### config.mk
export PLATFORM = sky130hd
export DESIGN_NAME = uart_modem_line_status_regs
export DESIGN_NICKNAME = d
export VERILOG_FILES = /design/src/rtl/uart_mls_pkg.sv /design/src/rtl/uart_modem_line_status_regs.sv
export SDC_FILE = /design/constraint.sdc
export NUM_CORES = 1
export LEC_CHECK = 0
export BUFFER_PORTS_ARGS = -buffer_cell sky130_fd_sc_hd__buf_2
export CELL_PAD_IN_SITES_DETAIL_PLACEMENT = 0
export CELL_PAD_IN_SITES_GLOBAL_PLACEMENT = 2
export CORE_ASPECT_RATIO = 0.7
export CORE_MARGIN = 10
export CORE_UTILIZATION = 33
export DETAILED_ROUTE_END_ITERATION = 12
export HOLD_SLACK_MARGIN = 0.05
export PLACE_DENSITY_LB_ADDON = 0.1
export SLEW_MARGIN = 10
export SYNTH_ARGS = -nofsm -noshare
export SYNTH_HDL_FRONTEND = slang
export SYNTH_SLANG_ARGS = --single-unit
export TNS_END_PERCENT = 100
### constraint.sdc
create_clock -name clk_sys -period 2.55 [get_ports clk_sys]
set_input_delay 0.255 -clock clk_sys [delete_from_list [all_inputs] [get_ports clk_sys]]
set_output_delay 0.255 -clock clk_sys [all_outputs]
set_load 0.01 [all_outputs]
### src/rtl/uart_mls_pkg.sv
package uart_mls_pkg;

  // host register offsets
  localparam logic [2:0] ADDR_RX_TX = 3'h0;
  localparam logic [2:0] ADDR_MODEM_CONTROL = 3'h4;
  localparam logic [2:0] ADDR_LINE_STATUS = 3'h5;
  localparam logic [2:0] ADDR_MODEM_STATUS = 3'h6;
  localparam logic [2:0] ADDR_SCRATCH = 3'h7;

  // modem_control fields
  localparam int MC_DTR = 0;
  localparam int MC_RTS = 1;
  localparam int MC_RING = 2;
  localparam int MC_OUT2 = 3;
  localparam int MC_LOOP = 4;
  localparam int MC_XON_ANY = 5;
  localparam int MC_IR = 6;
  localparam int MC_PRESCALE = 7;
  // bits 7..5 only writable with the enhanced feature enable
  localparam logic [7:0] MC_ENH_MASK = 8'hE0;

  // line_status fields
  localparam int LS_DATA_READY = 0;
  localparam int LS_OVERRUN = 1;
  localparam int LS_PARITY = 2;
  localparam int LS_FRAMING = 3;
  localparam int LS_BREAK = 4;
  localparam int LS_THR_EMPTY = 5;
  localparam int LS_TX_IDLE = 6;
  localparam int LS_FIFO_ERR = 7;

  // modem_status fields: deltas low, line states high
  localparam int MS_DELTA_LSB = 0;
  localparam int MS_STATE_LSB = 4;

  // reset values
  localparam logic [7:0] MODEM_CONTROL_RESET = 8'h00;
  localparam logic [7:0] SCRATCH_RESET = 8'hFF;

  // prescaler: divide by four gives an enable every fourth cycle
  localparam logic [1:0] PRESCALE_LAST = 2'h3;

  // two-entry receive store
  localparam logic [1:0] RX_DEPTH = 2'h2;

  // one received character with its error tags
  typedef struct packed {
    logic brk;
    logic frm;
    logic par;
    logic [7:0] data;
  } rx_char_s;

  // modem lines, order matches modem_status bits 7..4
  typedef struct packed {
    logic cd;
    logic ri;
    logic dsr;
    logic cts;
  } modem_lines_s;

endpackage

### src/rtl/uart_modem_line_status_regs.sv
`timescale 1ns/1ps
`default_nettype none

module uart_modem_line_status_regs
  import uart_mls_pkg::*;
(
  // clock and reset
  input wire logic clk_sys,
  input wire logic rst,
  // host register port
  input wire logic rd_stb,
  input wire logic wr_stb,
  input wire logic [2:0] addr,
  input wire logic [7:0] wdata,
  output logic [7:0] rdata,
  // feature settings from neighbouring registers
  input wire logic enh_enable,
  input wire logic auto_rts_en,
  input wire logic auto_cts_en,
  input wire logic rs485_en,
  input wire logic auto_rts_n,
  input wire logic rs485_dir_n,
  input wire logic irq_modem_en,
  input wire logic sw_flow_en,
  input wire logic uart_irq,
  // modem pins
  input wire modem_lines_s modem_n,
  output logic dtr_n,
  output logic rts_n,
  output logic user_output_two_n,
  output logic int_out,
  output logic int_oe_n,
  output logic modem_irq,
  // receiver side
  input wire logic rx_char_valid,
  input wire rx_char_s rx_char,
  input wire logic rx_char_is_flow,
  output logic rx_char_ready,
  output logic xon_any_resume,
  // transmitter side
  input wire logic tx_taken,
  input wire logic tx_shift_busy,
  output logic [7:0] tx_byte,
  output logic tx_byte_valid,
  output logic tx_allowed,
  // serial routing
  input wire logic tx_serial,
  input wire logic ir_tx,
  input wire logic rx_pin,
  input wire logic ir_rx,
  output logic tx_pin,
  output logic rx_serial,
  output logic ir_enable,
  output logic loopback,
  output logic baud_clk_en
);

  // address match, shared by read and write decode
  function automatic logic hit(input logic [2:0] a, input logic [2:0] off);
    hit = (a == off);
  endfunction
  logic [7:0] modem_control;
  logic [7:0] scratch;
  logic [7:0] line_status;
  logic [7:0] modem_status;
  logic [3:0] delta;
  logic [3:0] state_q;
  logic state_seen;
  logic overrun;
  logic brk_run;
  logic thr_full;
  logic [1:0] presc_cnt;
  rx_char_s mem [0:1];
  logic wr_ptr, rd_ptr;
  logic [1:0] count, next_count;
  logic [3:0] line_state;
  logic [3:0] delta_set;
  logic wr_data;
  logic rd_data;
  logic rd_msr, rd_lsr;
  logic take;
  logic push;
  logic pop;
  logic drop_flow;
  logic drop_brk;
  logic err_any;
  rx_char_s head;

  // strobe decode
  assign wr_data = wr_stb && hit(addr, ADDR_RX_TX);
  assign rd_data = rd_stb && hit(addr, ADDR_RX_TX);
  assign rd_msr = rd_stb && hit(addr, ADDR_MODEM_STATUS);
  assign rd_lsr = rd_stb && hit(addr, ADDR_LINE_STATUS);

  // modem control; enhanced bits keep their value unless unlocked
  always_ff @(posedge clk_sys) begin
    if (rst) begin
      modem_control <= MODEM_CONTROL_RESET;
    end else if (wr_stb && hit(addr, ADDR_MODEM_CONTROL)) begin
      if (enh_enable) begin
        modem_control <= wdata;
      end else begin
        modem_control <= (modem_control & MC_ENH_MASK) | (wdata & ~MC_ENH_MASK);
      end
    end
  end

  // scratch holds its value; only a host write or reset touches it
  always_ff @(posedge clk_sys) begin
    if (rst) begin
      scratch <= SCRATCH_RESET;
    end else if (wr_stb && hit(addr, ADDR_SCRATCH)) begin
      scratch <= wdata;
    end
  end

  // modem pin drivers; loopback parks terminal-ready and request-to-send inactive
  always_ff @(posedge clk_sys) begin
    if (rst) begin
      dtr_n <= 1'b1;
      rts_n <= 1'b1;
      user_output_two_n <= 1'b1;
      int_oe_n <= 1'b1;
      int_out <= 1'b0;
      loopback <= 1'b0;
    end else begin
      dtr_n <= modem_control[MC_LOOP] || !modem_control[MC_DTR];
      if (modem_control[MC_LOOP]) begin
        rts_n <= 1'b1;
      end else if (rs485_en) begin
        rts_n <= rs485_dir_n;
      end else if (auto_rts_en) begin
        rts_n <= auto_rts_n;
      end else begin
        rts_n <= !modem_control[MC_RTS];
      end
      user_output_two_n <= !modem_control[MC_OUT2];
      int_oe_n <= !modem_control[MC_OUT2];
      int_out <= uart_irq || (irq_modem_en && (delta != 4'h0));
      loopback <= modem_control[MC_LOOP];
    end
  end

  // serial routing: loopback, infrared or plain pins
  always_ff @(posedge clk_sys) begin
    if (rst) begin
      tx_pin <= 1'b1;
      rx_serial <= 1'b1;
      ir_enable <= 1'b0;
    end else begin
      ir_enable <= modem_control[MC_IR];
      if (modem_control[MC_LOOP]) begin
        tx_pin <= !modem_control[MC_IR];
        rx_serial <= tx_serial;
      end else if (modem_control[MC_IR]) begin
        tx_pin <= ir_tx;
        rx_serial <= ir_rx;
      end else begin
        tx_pin <= tx_serial;
        rx_serial <= rx_pin;
      end
    end
  end

  // prescaler enable; held low counter keeps divide-by-one free running
  always_ff @(posedge clk_sys) begin
    if (rst) begin
      presc_cnt <= 2'h0;
      baud_clk_en <= 1'b0;
    end else if (modem_control[MC_PRESCALE]) begin
      presc_cnt <= presc_cnt + 2'h1;
      baud_clk_en <= (presc_cnt == PRESCALE_LAST);
    end else begin
      presc_cnt <= 2'h0;
      baud_clk_en <= 1'b1;
    end
  end

  // line states, either inverted pins or looped controls
  always_comb begin
    if (modem_control[MC_LOOP]) begin
      line_state = {modem_control[MC_OUT2], modem_control[MC_RING],
                    modem_control[MC_DTR], modem_control[MC_RTS]};
    end else begin
      line_state = ~modem_n;
    end
  end

  // ring delta only when ring state falls, the end of ringing
  assign delta_set = state_seen ?
    {line_state[3] ^ state_q[3], state_q[2] && !line_state[2],
     line_state[1] ^ state_q[1], line_state[0] ^ state_q[0]} : 4'h0;

  // deltas: a change in the read cycle survives the clear
  always_ff @(posedge clk_sys) begin
    if (rst) begin
      delta <= 4'h0;
      state_q <= 4'h0;
      state_seen <= 1'b0;
      modem_irq <= 1'b0;
    end else begin
      state_q <= line_state;
      state_seen <= 1'b1;
      delta <= (delta & ~{4{rd_msr}}) | delta_set;
      modem_irq <= irq_modem_en && (((delta & ~{4{rd_msr}}) | delta_set) != 4'h0);
    end
  end
  assign modem_status = {line_state, delta}; // states high, deltas low

  // transmit holding flag; a new byte outranks the shifter taking the old one
  always_ff @(posedge clk_sys) begin
    if (rst) begin
      thr_full <= 1'b0;
      tx_byte <= 8'h00;
      tx_byte_valid <= 1'b0;
    end else begin
      if (wr_data) begin
        thr_full <= 1'b1;
        tx_byte <= wdata;
      end else if (tx_taken) begin
        thr_full <= 1'b0;
      end
      tx_byte_valid <= wr_data || (thr_full && !tx_taken);
    end
  end

  // auto clear-to-send only changes while no character is shifting
  always_ff @(posedge clk_sys) begin
    if (rst) begin
      tx_allowed <= 1'b1;
    end else if (!tx_shift_busy) begin
      tx_allowed <= !auto_cts_en || line_state[0];
    end
  end

  // receive admission: flow characters and repeated breaks are filtered
  assign drop_flow = sw_flow_en && rx_char_is_flow;
  assign drop_brk = rx_char.brk && brk_run;
  assign take = rx_char_valid && !drop_flow && !drop_brk;
  assign push = take && rx_char_ready;
  assign pop = rd_data && (count != 2'h0);
  assign next_count = 2'(count + {1'b0, push} - {1'b0, pop});

  // xon-any resumes on any character, even one that is filtered
  always_ff @(posedge clk_sys) begin
    if (rst) begin
      xon_any_resume <= 1'b0;
    end else begin
      xon_any_resume <= rx_char_valid && modem_control[MC_XON_ANY];
    end
  end

  // break run ends with the first ordinary character
  always_ff @(posedge clk_sys) begin
    if (rst) begin
      brk_run <= 1'b0;
    end else if (rx_char_valid && !drop_flow) begin
      brk_run <= rx_char.brk;
    end
  end

  // two-entry receive store; when full, the newest character is lost
  always_ff @(posedge clk_sys) begin
    if (rst) begin
      wr_ptr <= 1'b0;
      rd_ptr <= 1'b0;
      count <= 2'h0;
      rx_char_ready <= 1'b1;
    end else begin
      if (push) begin
        mem[wr_ptr] <= rx_char;
        wr_ptr <= !wr_ptr;
      end
      if (pop) begin
        rd_ptr <= !rd_ptr;
      end
      count <= next_count;
      rx_char_ready <= (next_count != RX_DEPTH);
    end
  end

  // overrun sticks until line status is read; a new overrun wins
  always_ff @(posedge clk_sys) begin
    if (rst) begin
      overrun <= 1'b0;
    end else if (take && !rx_char_ready) begin
      overrun <= 1'b1;
    end else if (rd_lsr) begin
      overrun <= 1'b0;
    end
  end

  // head tags and the store-wide error summary
  always_comb begin
    head = '0;
    err_any = 1'b0;
    if (count != 2'h0) begin
      head = mem[rd_ptr];
      err_any = mem[rd_ptr].brk || mem[rd_ptr].frm || mem[rd_ptr].par;
    end
    if (count == RX_DEPTH) begin
      err_any = err_any || mem[!rd_ptr].brk || mem[!rd_ptr].frm || mem[!rd_ptr].par;
    end
  end

  // status byte as the host reads it
  always_comb begin
    line_status = 8'h00;
    line_status[LS_DATA_READY] = (count != 2'h0);
    line_status[LS_OVERRUN] = overrun;
    line_status[LS_PARITY] = head.par;
    line_status[LS_FRAMING] = head.frm;
    line_status[LS_BREAK] = head.brk;
    line_status[LS_THR_EMPTY] = !thr_full;
    line_status[LS_TX_IDLE] = !thr_full && !tx_shift_busy;
    line_status[LS_FIFO_ERR] = err_any;
  end

  // read data is registered; unmapped offsets read zero
  always_ff @(posedge clk_sys) begin
    if (rst) begin
      rdata <= 8'h00;
    end else if (rd_stb) begin
      unique case (addr)
        ADDR_RX_TX: rdata <= head.data;
        ADDR_MODEM_CONTROL: rdata <= modem_control;
        ADDR_LINE_STATUS: rdata <= line_status;
        ADDR_MODEM_STATUS: rdata <= modem_status;
        ADDR_SCRATCH: rdata <= scratch;
        default: rdata <= 8'h00;
      endcase
    end
  end

  a_dtr_drive: assert property (@(posedge clk_sys) disable iff (rst)
    !modem_control[MC_LOOP] |=> dtr_n == !$past(modem_control[MC_DTR]))
    else $error("terminal-ready pin does not follow control bit");
  a_rts_plain: assert property (@(posedge clk_sys) disable iff (rst)
    !modem_control[MC_LOOP] && !rs485_en && !auto_rts_en
    |=> rts_n == !$past(modem_control[MC_RTS]))
    else $error("request-to-send pin does not follow control bit");
  a_rts_rs485: assert property (@(posedge clk_sys) disable iff (rst)
    !modem_control[MC_LOOP] && rs485_en |=> rts_n == $past(rs485_dir_n))
    else $error("request-to-send ignores direction control");
  a_out2_int_en: assert property (@(posedge clk_sys) disable iff (rst)
    ##1 (user_output_two_n == int_oe_n) && (int_oe_n == !$past(modem_control[MC_OUT2])))
    else $error("output two or interrupt enable wrong");
  a_loop_states: assert property (@(posedge clk_sys) disable iff (rst)
    modem_control[MC_LOOP] |-> modem_status[7:4] == {modem_control[3:2],
      modem_control[MC_DTR], modem_control[MC_RTS]})
    else $error("looped line states wrong");
  a_prescale_gap: assert property (@(posedge clk_sys) disable iff (rst)
    baud_clk_en && modem_control[MC_PRESCALE] ##1 modem_control[MC_PRESCALE]
    |-> !baud_clk_en)
    else $error("prescaler enable too frequent");
  a_overrun_set: assert property (@(posedge clk_sys) disable iff (rst)
    take && !rx_char_ready |=> overrun && $stable(count) || count < $past(count))
    else $error("overrun not flagged or character stored");
  a_msr_clear: assert property (@(posedge clk_sys) disable iff (rst)
    rd_msr && delta_set == 4'h0 |=> delta == 4'h0)
    else $error("deltas not cleared by read");
  a_thre_write: assert property (@(posedge clk_sys) disable iff (rst)
    wr_data |=> !line_status[LS_THR_EMPTY] && !line_status[LS_TX_IDLE])
    else $error("holding empty still set after write");
  a_scratch_store: assert property (@(posedge clk_sys) disable iff (rst)
    wr_stb && hit(addr, ADDR_SCRATCH) |=> scratch == $past(wdata))
    else $error("scratch did not store");
  a_cts_hold: assert property (@(posedge clk_sys) disable iff (rst)
    tx_shift_busy |=> $stable(tx_allowed))
    else $error("flow gate changed mid character");

endmodule // uart_modem_line_status_regs
`default_nettype wire

Word level (Yosys, flattened, before mapping)
Memories as Yosys holds them, arrays and structs flattened. A register that Yosys moved wholly into a read port is not among the register bits. Index checks and enable logic that the tools add are counted. Widths: inputs -> output; s select.

Muxes and demuxes: 24. Reductions and logical operators: 50. Add/subtract/negate cells: 3. Equal/unequal tests: 7. Bitwise gates (word level): 9.

Operators with widths (number): $pmux 8 s5 (1); $logic_and 1x1->1 (19); $mux 1 (19); $logic_not 1->1 (14); $eq 3x3->1 const B (4); $mux 11 (1); $logic_or 1x1->1 (9); $mux 4 (2); $mux 8 (1); $not 4->4 (2); $or 8x5->8 (1); $reduce_bool 4->1 (2); $reduce_bool 2->1 (3); $and 4x4->4 (1); $eq 2x2->1 const B (2); $or 4x4->4 (1); $reduce_or 2->1 (2); $logic_not 3->1 (1); $xor 1x1->1 (3); $add 2x1->2 (1); $add 2x1->2 const B (1); $ne 2x2->1 const B (1); $sub 2x1->2 (1); $not 1->1 (1).

Memory bits (writable): 22. Logic and storage cells: 122. Bits of input ports: 47. Memories kept: 1. Flip-flop bits (word level): 64.

Memory list: mem (depth 2, bits a word 11, read ports 2, clocked after Yosys merged registers in 1, wr ports 1, RTL line uart_modem_line_status_regs.sv:73) `rx_char_s mem [0:1];`.

Depth between registers and ports, before layout
Gate-level depths: netlist (run 1).

Depth in word-level cells: 8. Gate-level depth with buffers: 11.

Worst setup path before layout (run 1)
OpenSTA, ideal clock, no wires.

Path type: register to register. Start point: register count[1]. End point: register rx_char_ready. Data arrival time: 2.011 ns. Slack: 0.412 ns. Path buffers: 1. Cell stages (with the launch flop): 11. Cell sequence: dfxtp_1 nor2_1 and2b_1 buf_4 and2_2 ha_1 inv_1 ha_1 xor2_1 xnor2_1 or3_1.

Cells in the longest elaborated chain, start to end: 4. Elaborated cells on any way between the ends: 5. Classes of those cells: add/sub (2); eq/ne (1); reduce/logical (2).

RTL lines: from (decl) (RTL line uart_modem_line_status_regs.sv:75) `logic [1:0] count, next_count;`; from (signal assigned) (RTL line uart_modem_line_status_regs.sv:277) `count <= next_count;`; $reduce_bool 2->1 (RTL line uart_modem_line_status_regs.sv:241) `assign pop = rd_data && (count != 2'h0);`; $logic_and 1x1->1 (RTL line uart_modem_line_status_regs.sv:241); net pop (RTL line uart_modem_line_status_regs.sv:83) `logic pop;`; $sub 2x1->2 (RTL line uart_modem_line_status_regs.sv:242) `assign next_count = 2'(count + {1'b0, push} - {1'b0, pop});`; $ne 2x2->1 (RTL line uart_modem_line_status_regs.sv:278) `rx_char_ready <= (next_count != RX_DEPTH);`; to (signal assigned) (RTL line uart_modem_line_status_regs.sv:278); to (decl) (RTL line uart_modem_line_status_regs.sv:38) `output logic rx_char_ready,`.

The timed path passes the listed nets, and every way through them passes these cells. A chain may end at the register's enable or synchronous reset.

Worst setup path in the final report (run 1)
Ends and elaborated chain as after synthesis.

==> results.md, run 1 <==
- The startpoint identified for the worst hold timing path is rx_char[9].
- The final-stage net count is 471.
- The tightest min-delay check is of the in -> reg type.
- The number of buffers created by CTS is 9.
- The launch point of the worst reg-to-reg path is count[1].
- The via count of the first global-routing pass is about 2800.
- The leakage dissipation is approximately 1.8 nW.
- The classification of the worst setup path is reg -> reg.
- The number of max-slew violations in the final report was 0.
- Pin placement for this block handled between 70 and 80 I/O pins.
- After synthesis, the cell types taking the most area are sky130_fd_sc_hd__dfxtp_1 37%, sky130_fd_sc_hd__edfxtp_1 19%, sky130_fd_sc_hd__nand2_1 6.1%, sky130_fd_sc_hd__mux2i_1 4.6%, sky130_fd_sc_hd__mux2_2 3.5%.
- The worst setup path is captured at a register.
- Dividing total power by cell area gives a power density of approximately 690 nW/µm².
- Summed over all nets, the half-perimeter wirelength after detailed placement is 7270 µm.
- The clock-pin slew on the worst setup and hold paths is about 0.060 ns.
- In this run, the number of DRC markers left after iteration 0 of detailed routing was 136.
- The standard cell core area is between 10000 and 15000 µm².
- Of all cell types, the one taking the most synthesized area is sky130_fd_sc_hd__dfxtp_1.
- The flow ran to the end, and the final reports show no timing, DRC or antenna violations.
- The initial antenna violation count is 0.
- The design draws around 3.0 mW.
- TritonCTS built the clock tree.
- The clock tree buffer depth is 2.
- The number of cells upsized or downsized after cts is 0.
- The number of clock sinks is just under 90.
- Of the cells placed in the final design, the portion with a size suffix greater than 1 is between 20 and 30%.
- The area growth from synthesis to layout is 22.4%.
- The detailed-routing iteration count for the pre-antenna-repair pass is 4.
- The die footprint is around 15000 µm².
- The tool flagged a number of max-cap violations equal to 0.
- Clock tree synthesis selected as its root buffer the cell sky130_fd_sc_hd__clkbuf_16.
- The weighted congestion reported at the end of routability-driven placement is 0.725.
- Synthesis handed over a netlist of between 300 and 400 instances.
- The launching element of the worst setup path is count[1].
- The share of synthesized area in the top cell type comes to between 30 and 40%.
- The final number of hold-violating endpoints came to 0.
- The sequential element share of the synthesized area is between 50 and 60%.
- The data arrival time of the worst path is between 2 and 2.5 ns.
- The upper clock frequency limit is ~460 MHz.
- The netlist uses 51 different library cells.
- For this run the aggregate overflow at the end of global routing stands at 0.
- The global-route met3 utilization is between 4 and 5%.
- The via count of the routed design is 2683.
- In this run the remaining antenna-violating nets after routing total 0.
- The area of the mapped netlist is between 3000 and 4000 µm².
- The tightest hold path in the finished design has a slack of roughly 0.11 ns.
- The final-layout setup total negative slack is 0 ns.
- Entering global routing, the biggest net connects between 40 and 50 pins.
- The synthesized area per cell is between 10 and 15 µm².
- During placement, the flow inserted port buffers numbering 77.
- The total track usage is about an eighth.
- Of all nets on the critical path, the largest fanout is 3.
- The final clock skew is 0.00584 ns.
- The horizontal die dimension is 143 µm.
- The normalized max-slew margin is 63.4%.
- The count of standard-cell rows is 31.
- The layer flagged by global routing as most heavily used is met2.
- The post-CTS setup-driven buffer insertion count is 0.
- The starting utilization of the core area is roughly 34%.
- The first global-routing pass estimated 15300 µm of wire.
- The total of fill cells in the finished design is approximately 1100.
- In the routed design, unresolved DRC markers number 0.
- The endpoint required time on the critical path is roughly 2.8 ns.
- The maximum level of the CTS H-tree is 3.
- In this run the vertical extent of the chip is 106 µm.
- For this design, the CTS-stage hold fixing added 0 buffers.
- Of the available clock period, the critical path in the final layout requires approximately 85%.
- The met1 track utilization from global routing is between 10% and 20%.
- The largest voltage drop on the vdd net is between 0.2 and 0.3 mV.
- Synthesis produced a netlist with a net count of 391.
- STA classifies the critical path startpoint as a register.
- The transition time of the tightest slew-check pin is around 0.55 ns.
- The number of antenna diodes is 0.
- The synthesized design contains between 80 and 90 register bits.
- The insertion delay of the later-clocked pin in the worst-skew pair is between 0.3 and 0.4 ns.
- For this block, the routed nets add up to ~9500 µm of wire.
- During synthesis, Yosys emitted a total of 0 warnings.
- The wire length per cell after detailed routing is about 17 µm.
- For this run, global-route usage on met2 was measured as between 10% and 20%.
- The final count of negative-setup-slack endpoints is 0.
- The routed via count divided by cell count is ~4.8.
- Setup repair after global routing left no endpoint under its margin.
- The worst path in the final design needs a cycle of between 2 and 2.5 ns, including I/O delays and setup.
synthesized netlist by cell type (all sizes together):
cell	count
nand3	13
nand2b	3
mux4	2
or2	1
and2	2
nor4b	1
o21ai	14
o211ai	1
nor3	4
nand2	57
ha	3
a21boi	2
a221oi	5
and2b	1
nor2	26
clkbuf	4
o22ai	1
mux2i	16
nand4b	1
and4	1
o31ai	2
or4	2
buf	15
edfxtp	22
nand4	1
mux2	11
a21oi	20
a311oi	1
and3	5
nor2b	3
nor3b	2
or3	1
a32oi	3
dfxtp	65
a31oi	2
xor2	2
a2111oi	1
xnor2	5
a22o	2
nand3b	3
a22oi	4
inv	11
layer usage:
layer	up-vias	wire, µm	part of all wire [%]
li1	1358	-	-
met1	1260	4790	51
met2	56	4020	42
met3	9	545	5.8
met4	0	119	1.3
met5	-	0	0
sequential cells by signal, indices dropped and copies added (netlist names), 2 cells and up, named ones only:
signal,flops
mem,22
modem_control,8
rdata,8
scratch,8
tx_byte,8
delta,4
state_q,4
count,2
presc_cnt,2
power breakdown:
part           internal [mW]  leakage [nW]  switching [mW]  total, mW
clock network          0.654         0.118           0.506       1.16
logic                  0.128         0.914           0.160      0.289
registers               1.47         0.731          0.0322       1.50
final cells by class:
| cell class | instances | area, µm² | area share [%] |
|---|---|---|---|
| Clock buffer | 12 | 236 | 5.49 |
| Clock inverter | 4 | 22.5 | 0.523 |
| Inverter | 11 | 41.3 | 0.958 |
| Multi-Input combinational cell | 224 | 1410 | 32.8 |
| Sequential cell | 87 | 1960 | 45.5 |
| Tap cell | 132 | 165 | 3.83 |
| Timing Repair Buffer | 88 | 468 | 10.9 |
worst paths after layout:
path                         to  slack, ns  depth (start not counted)
setup / recovery  rx_char_ready       0.39                          9
setup reg to reg  rx_char_ready       0.39                          9
hold / removal        mem[0][9]       0.11                          1
hold reg to reg    presc_cnt[0]       0.43                          1
cells by family (layout without fill, tap and decap cells):
kind of cell / Yosys count / after routing / share of synthesized area, %
and+or+nand+nor: 127 / 127 / 17.2
AOI/OAI and AO/OA: 58 / 58 / 10.7
adders and majority gates: 3 / 3 / 1.07
buffers and inverters: 30 / 115 / 4.12
muxes: 29 / 29 / 9.35
DFF: 87 / 87 / 55.7
xor gates and xnor gates: 7 / 7 / 1.74
cells in the final DEF, fill, tap and decap left out, types with 11 or more instances in the layout:
cell type	n
sky130_fd_sc_hd__buf_2	77
sky130_fd_sc_hd__dfxtp_1	65
sky130_fd_sc_hd__nand2_1	57
sky130_fd_sc_hd__nor2_1	25
sky130_fd_sc_hd__edfxtp_1	22
sky130_fd_sc_hd__a21oi_1	19
sky130_fd_sc_hd__mux2i_1	16
sky130_fd_sc_hd__o21ai_0	14
sky130_fd_sc_hd__nand3_1	13
sky130_fd_sc_hd__inv_1	11
sky130_fd_sc_hd__mux2_2	11
sky130_fd_sc_hd__buf_4	11
through the flow:
stage,setup WS [ns],utilization (%),std cells,area [µm²]
3_5_place_dp,0.384,39.0,542,4050
6_report,0.386,41.4,558,4310
5_1_grt,0.239,41.4,558,4310
3_3_place_gp,0.466,39.0,542,4050
4_1_cts,0.377,41.4,558,4310
2_1_floorplan,0.412,-,341,3520
worst max-delay path, cell delays in order (launching register included):
cell	delay, ns
sky130_fd_sc_hd__dfxtp_1	0.33
sky130_fd_sc_hd__nor2_1	0.21
sky130_fd_sc_hd__and2b_1	0.22
sky130_fd_sc_hd__and2_2	0.21
sky130_fd_sc_hd__ha_1	0.27
sky130_fd_sc_hd__inv_1	0.03
sky130_fd_sc_hd__ha_1	0.17
sky130_fd_sc_hd__xor2_1	0.15
sky130_fd_sc_hd__xnor2_1	0.15
sky130_fd_sc_hd__or3_1	0.30
No activity file was read; power rests on OpenSTA's default activity.
==> run 2, diff against run 1 <==
--- a/config.mk
+++ b/config.mk
@@ -5,12 +5,13 @@
 export SDC_FILE = /design/constraint.sdc
 export NUM_CORES = 1
 export LEC_CHECK = 0
+export ABC_AREA = 1
 export BUFFER_PORTS_ARGS = -buffer_cell sky130_fd_sc_hd__buf_2
 export CELL_PAD_IN_SITES_DETAIL_PLACEMENT = 0
 export CELL_PAD_IN_SITES_GLOBAL_PLACEMENT = 2
 export CORE_ASPECT_RATIO = 0.7
 export CORE_MARGIN = 10
-export CORE_UTILIZATION = 33
+export CORE_UTILIZATION = 31
 export DETAILED_ROUTE_END_ITERATION = 12
 export HOLD_SLACK_MARGIN = 0.05
 export PLACE_DENSITY_LB_ADDON = 0.1
==> constraint.sdc (replaced) <==
create_clock -name clk_sys -period 2 [get_ports clk_sys]
set_input_delay 0.2 -clock clk_sys [delete_from_list [all_inputs] [get_ports clk_sys]]
set_output_delay 0.2 -clock clk_sys [all_outputs]
set_load 0.01 [all_outputs]
==> results.md, run 2 <==
- The run finished with clean final reports.
- The detailed-routing iteration count for the pre-antenna-repair pass is 4 (unchanged).
- The insertion delay of the later-clocked pin in the worst-skew pair is 0.34 ns (about the same).
- The post-route worst hold slack is 0.0570 ns (-0.0527 ns).
- The net count of the mapped netlist is 499 (+28%).
- The final count of negative-setup-slack endpoints is 0 (unchanged).
- The utilization after layout is 39.0% (-2.5 points).
- The proportion of register bits with asynchronous set or reset after synthesis is 0% (unchanged).
- The total track usage is 12.9% (+0.077 points).
- The final number of hold-violating endpoints is 0 (unchanged).
- The largest delay contributor family on the critical path is simple AND/OR/NAND/NOR gates.
- The number of flip-flops in the largest register is 22 (unchanged).
- The cell area after placement was 4190 µm² (+3.5%).
- The max-cap check violation count is 0 (unchanged).
- The post-route minimum period is 1.65 ns (-0.516 ns).
- The final cell count without fillers came to 694 (+24%).
- The area of the mapped netlist is 3660 µm² (+4.0%).
- The count of standard-cell rows is 33 (+6.5%).
- STA classifies the critical path startpoint as a register.
- The worst-path cell with the longest stage delay is sky130_fd_sc_hd__dfxtp_1.
- The final clock skew was 0.00434 ns (-0.00150 ns).
- The power per cell area is 867 nW/µm² (+26%).
- The weighted congestion reported at the end of routability-driven placement is 0.781 (+7.7%).
- The upper clock frequency limit is 607 MHz (+31%).
- The final-layout setup total negative slack is 0 ns (unchanged).
- In the layout the commonest cells are 83 x sky130_fd_sc_hd__nand2_1, 77 x sky130_fd_sc_hd__buf_2, 65 x sky130_fd_sc_hd__dfxtp_1, 64 x sky130_fd_sc_hd__inv_1, 55 x sky130_fd_sc_hd__nor2_1.
- The clock-pin slew on the worst setup and hold paths is 0.06 ns (about the same).
- The largest voltage drop on the vdd net is 0.404 mV (+35%).
- The data arrival time of the worst path is 1.88 ns (-0.50 ns).
- The longest individual stage delay on the worst path came to 0.37 ns (+0.04 ns).
- The placed wire-length estimate after detailed placement came to 8340 µm (+15%).
- Walking the worst path, the cells encountered are inv_1 > nand2_1 > nand3_1 > nor2_2 > ha_1 > inv_1 > ha_1 > xor2_1 > nor2_1 > nand2_1.
- In the post-synthesis netlist, the cell with the most instances is sky130_fd_sc_hd__nand2_1.
- The buffer cell driving the clock tree root is sky130_fd_sc_hd__clkbuf_16.
- The share of final-layout standard cells stronger than drive strength 1 is 21.4% (-6.8 points).
- The type of the most critical hold path is in -> reg.
- STA classifies the critical path endpoint as a register.
- The final-stage net count came to 582 (+24%).
- The largest net degree at the start of global routing is 25 (-39%).
- The maximum level of the CTS H-tree came to 3 (unchanged).
- The endpoint required time on the critical path is 2.23 ns (-0.54 ns).
- The count of port buffers added during placement is 77 (unchanged).
- The via count of the first global-routing pass is 2937 (+4.1%).
- The final wirelength was 10600 µm (+12%).
- The vertical die dimension is 111 µm (+4.2%).
- The number of standard cells after synthesis is 449 (+32%).
- The standard cell core area was 11600 µm² (+12%).
- The DRC violation count after routing is 0 (unchanged).
- The highest fanout seen on the critical path is 4 (+1).
- The total placed cells including tap cells is 672 (+24%).
- The starting utilization of the core area is 31.4% (-2.4 points).
- The commonest cells after synthesis are 83 x sky130_fd_sc_hd__nand2_1, 65 x sky130_fd_sc_hd__dfxtp_1, 64 x sky130_fd_sc_hd__inv_1.
- The total of flip-flops plus latches after synthesis is 87 (unchanged).
- The clock tree buffer depth is 2 (unchanged).
- The boundary pin count is 78 (unchanged).
- The transition time of the tightest slew-check pin is 0.674 ns (+0.126 ns).
- In the post-synthesis netlist, the biggest area contributors are sky130_fd_sc_hd__dfxtp_1 36%, sky130_fd_sc_hd__edfxtp_1 18%, sky130_fd_sc_hd__nand2_1 8.5%, sky130_fd_sc_hd__inv_1 6.6%, sky130_fd_sc_hd__nor2_1 5.7%.
- The share of the cycle needed by the critical path after routing came to 82.4% (-2.5 points).
- The starting DRC count in detailed routing is 185 (+36%).
- The count of flip-flops with a built-in enable after synthesis is 22 (unchanged).
- The sequential element share of the synthesized area came to 53.6% (-2.2 points).
- The normalized max-slew margin was 55.0% (-8.3 points).
- The remaining number of nets flagged by the antenna check after routing is 0 (unchanged).
- Setup repair after global routing left no endpoint under its margin.
- The top cell type by total area after synthesis is sky130_fd_sc_hd__dfxtp_1.
- The number of clock sinks came to 87 (unchanged).
- The commonest non-fill, non-tap cell in the layout is sky130_fd_sc_hd__nand2_1.
- The horizontal die dimension is 150 µm (+4.5%).
- The via count of the routed design came to 3007 (+12%).
- The number of warnings reported in the yosys synthesis log was 0 (unchanged).
- The initial antenna violation count is 1 (+1).
- The first-pass GRT wire length is 16700 µm (+9.3%).
- The total buffers and inverters traversed by the critical path is 2 (+1).
- By startpoint and endpoint, the worst setup path is classified as reg -> reg.
- The area of all placed cells without fillers is 4540 µm² (+5.3%).
- From synthesis to final layout, the design area changed by 24.0%.
- The die footprint is 16600 µm² (+8.9%).
- For this run, the leading register cell type out of synthesis is sky130_fd_sc_hd__dfxtp_1.
- The synthesized area per cell is 8.15 µm² (-21%).
- The number of buffers created by CTS is 9 (unchanged).
- The distinct cell type count after synthesis came to 36 (-29%).
- The wire length per cell after detailed routing is 15.3 µm (-10%).
- The CTS tree is yes.
- The sum of overflow across all layers after global routing is 0 (unchanged).
- The leakage dissipation is 2.03 nW (+15%).
- The number of max-slew violations in the final report was 0 (unchanged).
- More flip-flops sit in one register than any other, and that register is mem.
- The number of antenna diodes is 0 (unchanged).
- The area share of the leading cell type in the synthesized netlist was 35.5% (-1.4 points).
- The routed via count divided by cell count is 4.33 (-9.9%).
- The post-CTS setup-driven buffer insertion count is 0 (unchanged).
-- run 2: cell types whose count changed after synthesis, moves of 5 or more --
cell	previous run	this run
sky130_fd_sc_hd__inv_1	11	64
sky130_fd_sc_hd__o21ai_0	14	42
sky130_fd_sc_hd__mux2i_1	16	0
sky130_fd_sc_hd__a21oi_1	19	34
sky130_fd_sc_hd__nand4_1	1	8
sky130_fd_sc_hd__a221oi_1	5	0
sky130_fd_sc_hd__nand2_1	57	83
sky130_fd_sc_hd__o21ai_1	0	7
sky130_fd_sc_hd__nor2_1	25	56
sky130_fd_sc_hd__mux2_2	11	0
-- run 2: cell type report --
cell class | instances | area, µm²
fill | 1233 | 7110
sequential | 87 | 1960
multi-input combinational | 278 | 1350
timing repair buffer | 89 | 490
clock buffer | 12 | 268
inverter | 67 | 253
tap | 157 | 196
clock inverter | 4 | 17.5
-- run 2: cell families (layout without fill, tap and decap cells) --
| logic type | count (synthesis) | in the layout | share of synthesized area [%] |
|---|---|---|---|
| xor gates and xnor gates | 2 | 2 | 0.479 |
| DFF | 87 | 87 | 53.6 |
| and+or+nand+nor | 183 | 183 | 22.5 |
| adders and majority gates | 3 | 3 | 1.03 |
| buffers and inverters | 84 | 172 | 9.57 |
| AOI/OAI and AO/OA | 90 | 90 | 12.9 |
-- run 2: power by group --
| group | leakage (nW) | switching (mW) | internal (mW) |
|---|---|---|---|
| Clock | 0.143 | 0.671 | 0.939 |
| Combinational | 1.15 | 0.251 | 0.148 |
| Sequential | 0.732 | 0.0404 | 1.88 |
-- run 2: worst reg2reg max path: cells and delay by family (launching register included) --
| kind | cells | cell delay (ns) |
|---|---|---|
| and+or+nand+nor | 5 | 0.59 |
| adders and majority gates | 2 | 0.40 |
| buffers and inverters | 2 | 0.13 |
| DFF | 1 | 0.37 |
| xor gates and xnor gates | 1 | 0.07 |
-- run 2: per-layer routing --
| layer | vias up | wire length, µm | global-route usage [%] |
|---|---|---|---|
| met5 | - | 8 | 0 |
| met4 | 2 | 110 | 3.29 |
| met3 | 12 | 665 | 4.36 |
| met2 | 63 | 3860 | 15.8 |
| met1 | 1327 | 5950 | 20.2 |
| li1 | 1603 | - | - |
-- run 2: repair_timing --
action / 4_1_cts / 5_1_grt
hold buffers: 6 / 0
gates resized for setup: 0 / 1
hold endpoints to repair: 12 / 0
setup endpoints to repair: 0 / 11
-- run 2: per-stage QoR --
| stage | setup WS [ns] | total power, mW |
|---|---|---|
| floorplan | 0.190 | 2.19 |
| CTS | 0.154 | 3.99 |
| detailed placement | 0.120 | 2.36 |
| global placement | 0.179 | 2.36 |
| finish | 0.352 | 3.93 |
| global route | 0.150 | 4.11 |
-- run 2: final timing paths --
check / startpoint / endpoint / slack [ns] / cells after the start
worst max register to register: count[1] / rx_char_ready / 0.35 / 10
worst max-delay path: count[1] / rx_char_ready / 0.35 / 10
worst min-delay path: rx_char[2] / mem[1][2] / 0.06 / 1
worst min register to register: presc_cnt[0] / presc_cnt[0] / 0.43 / 1
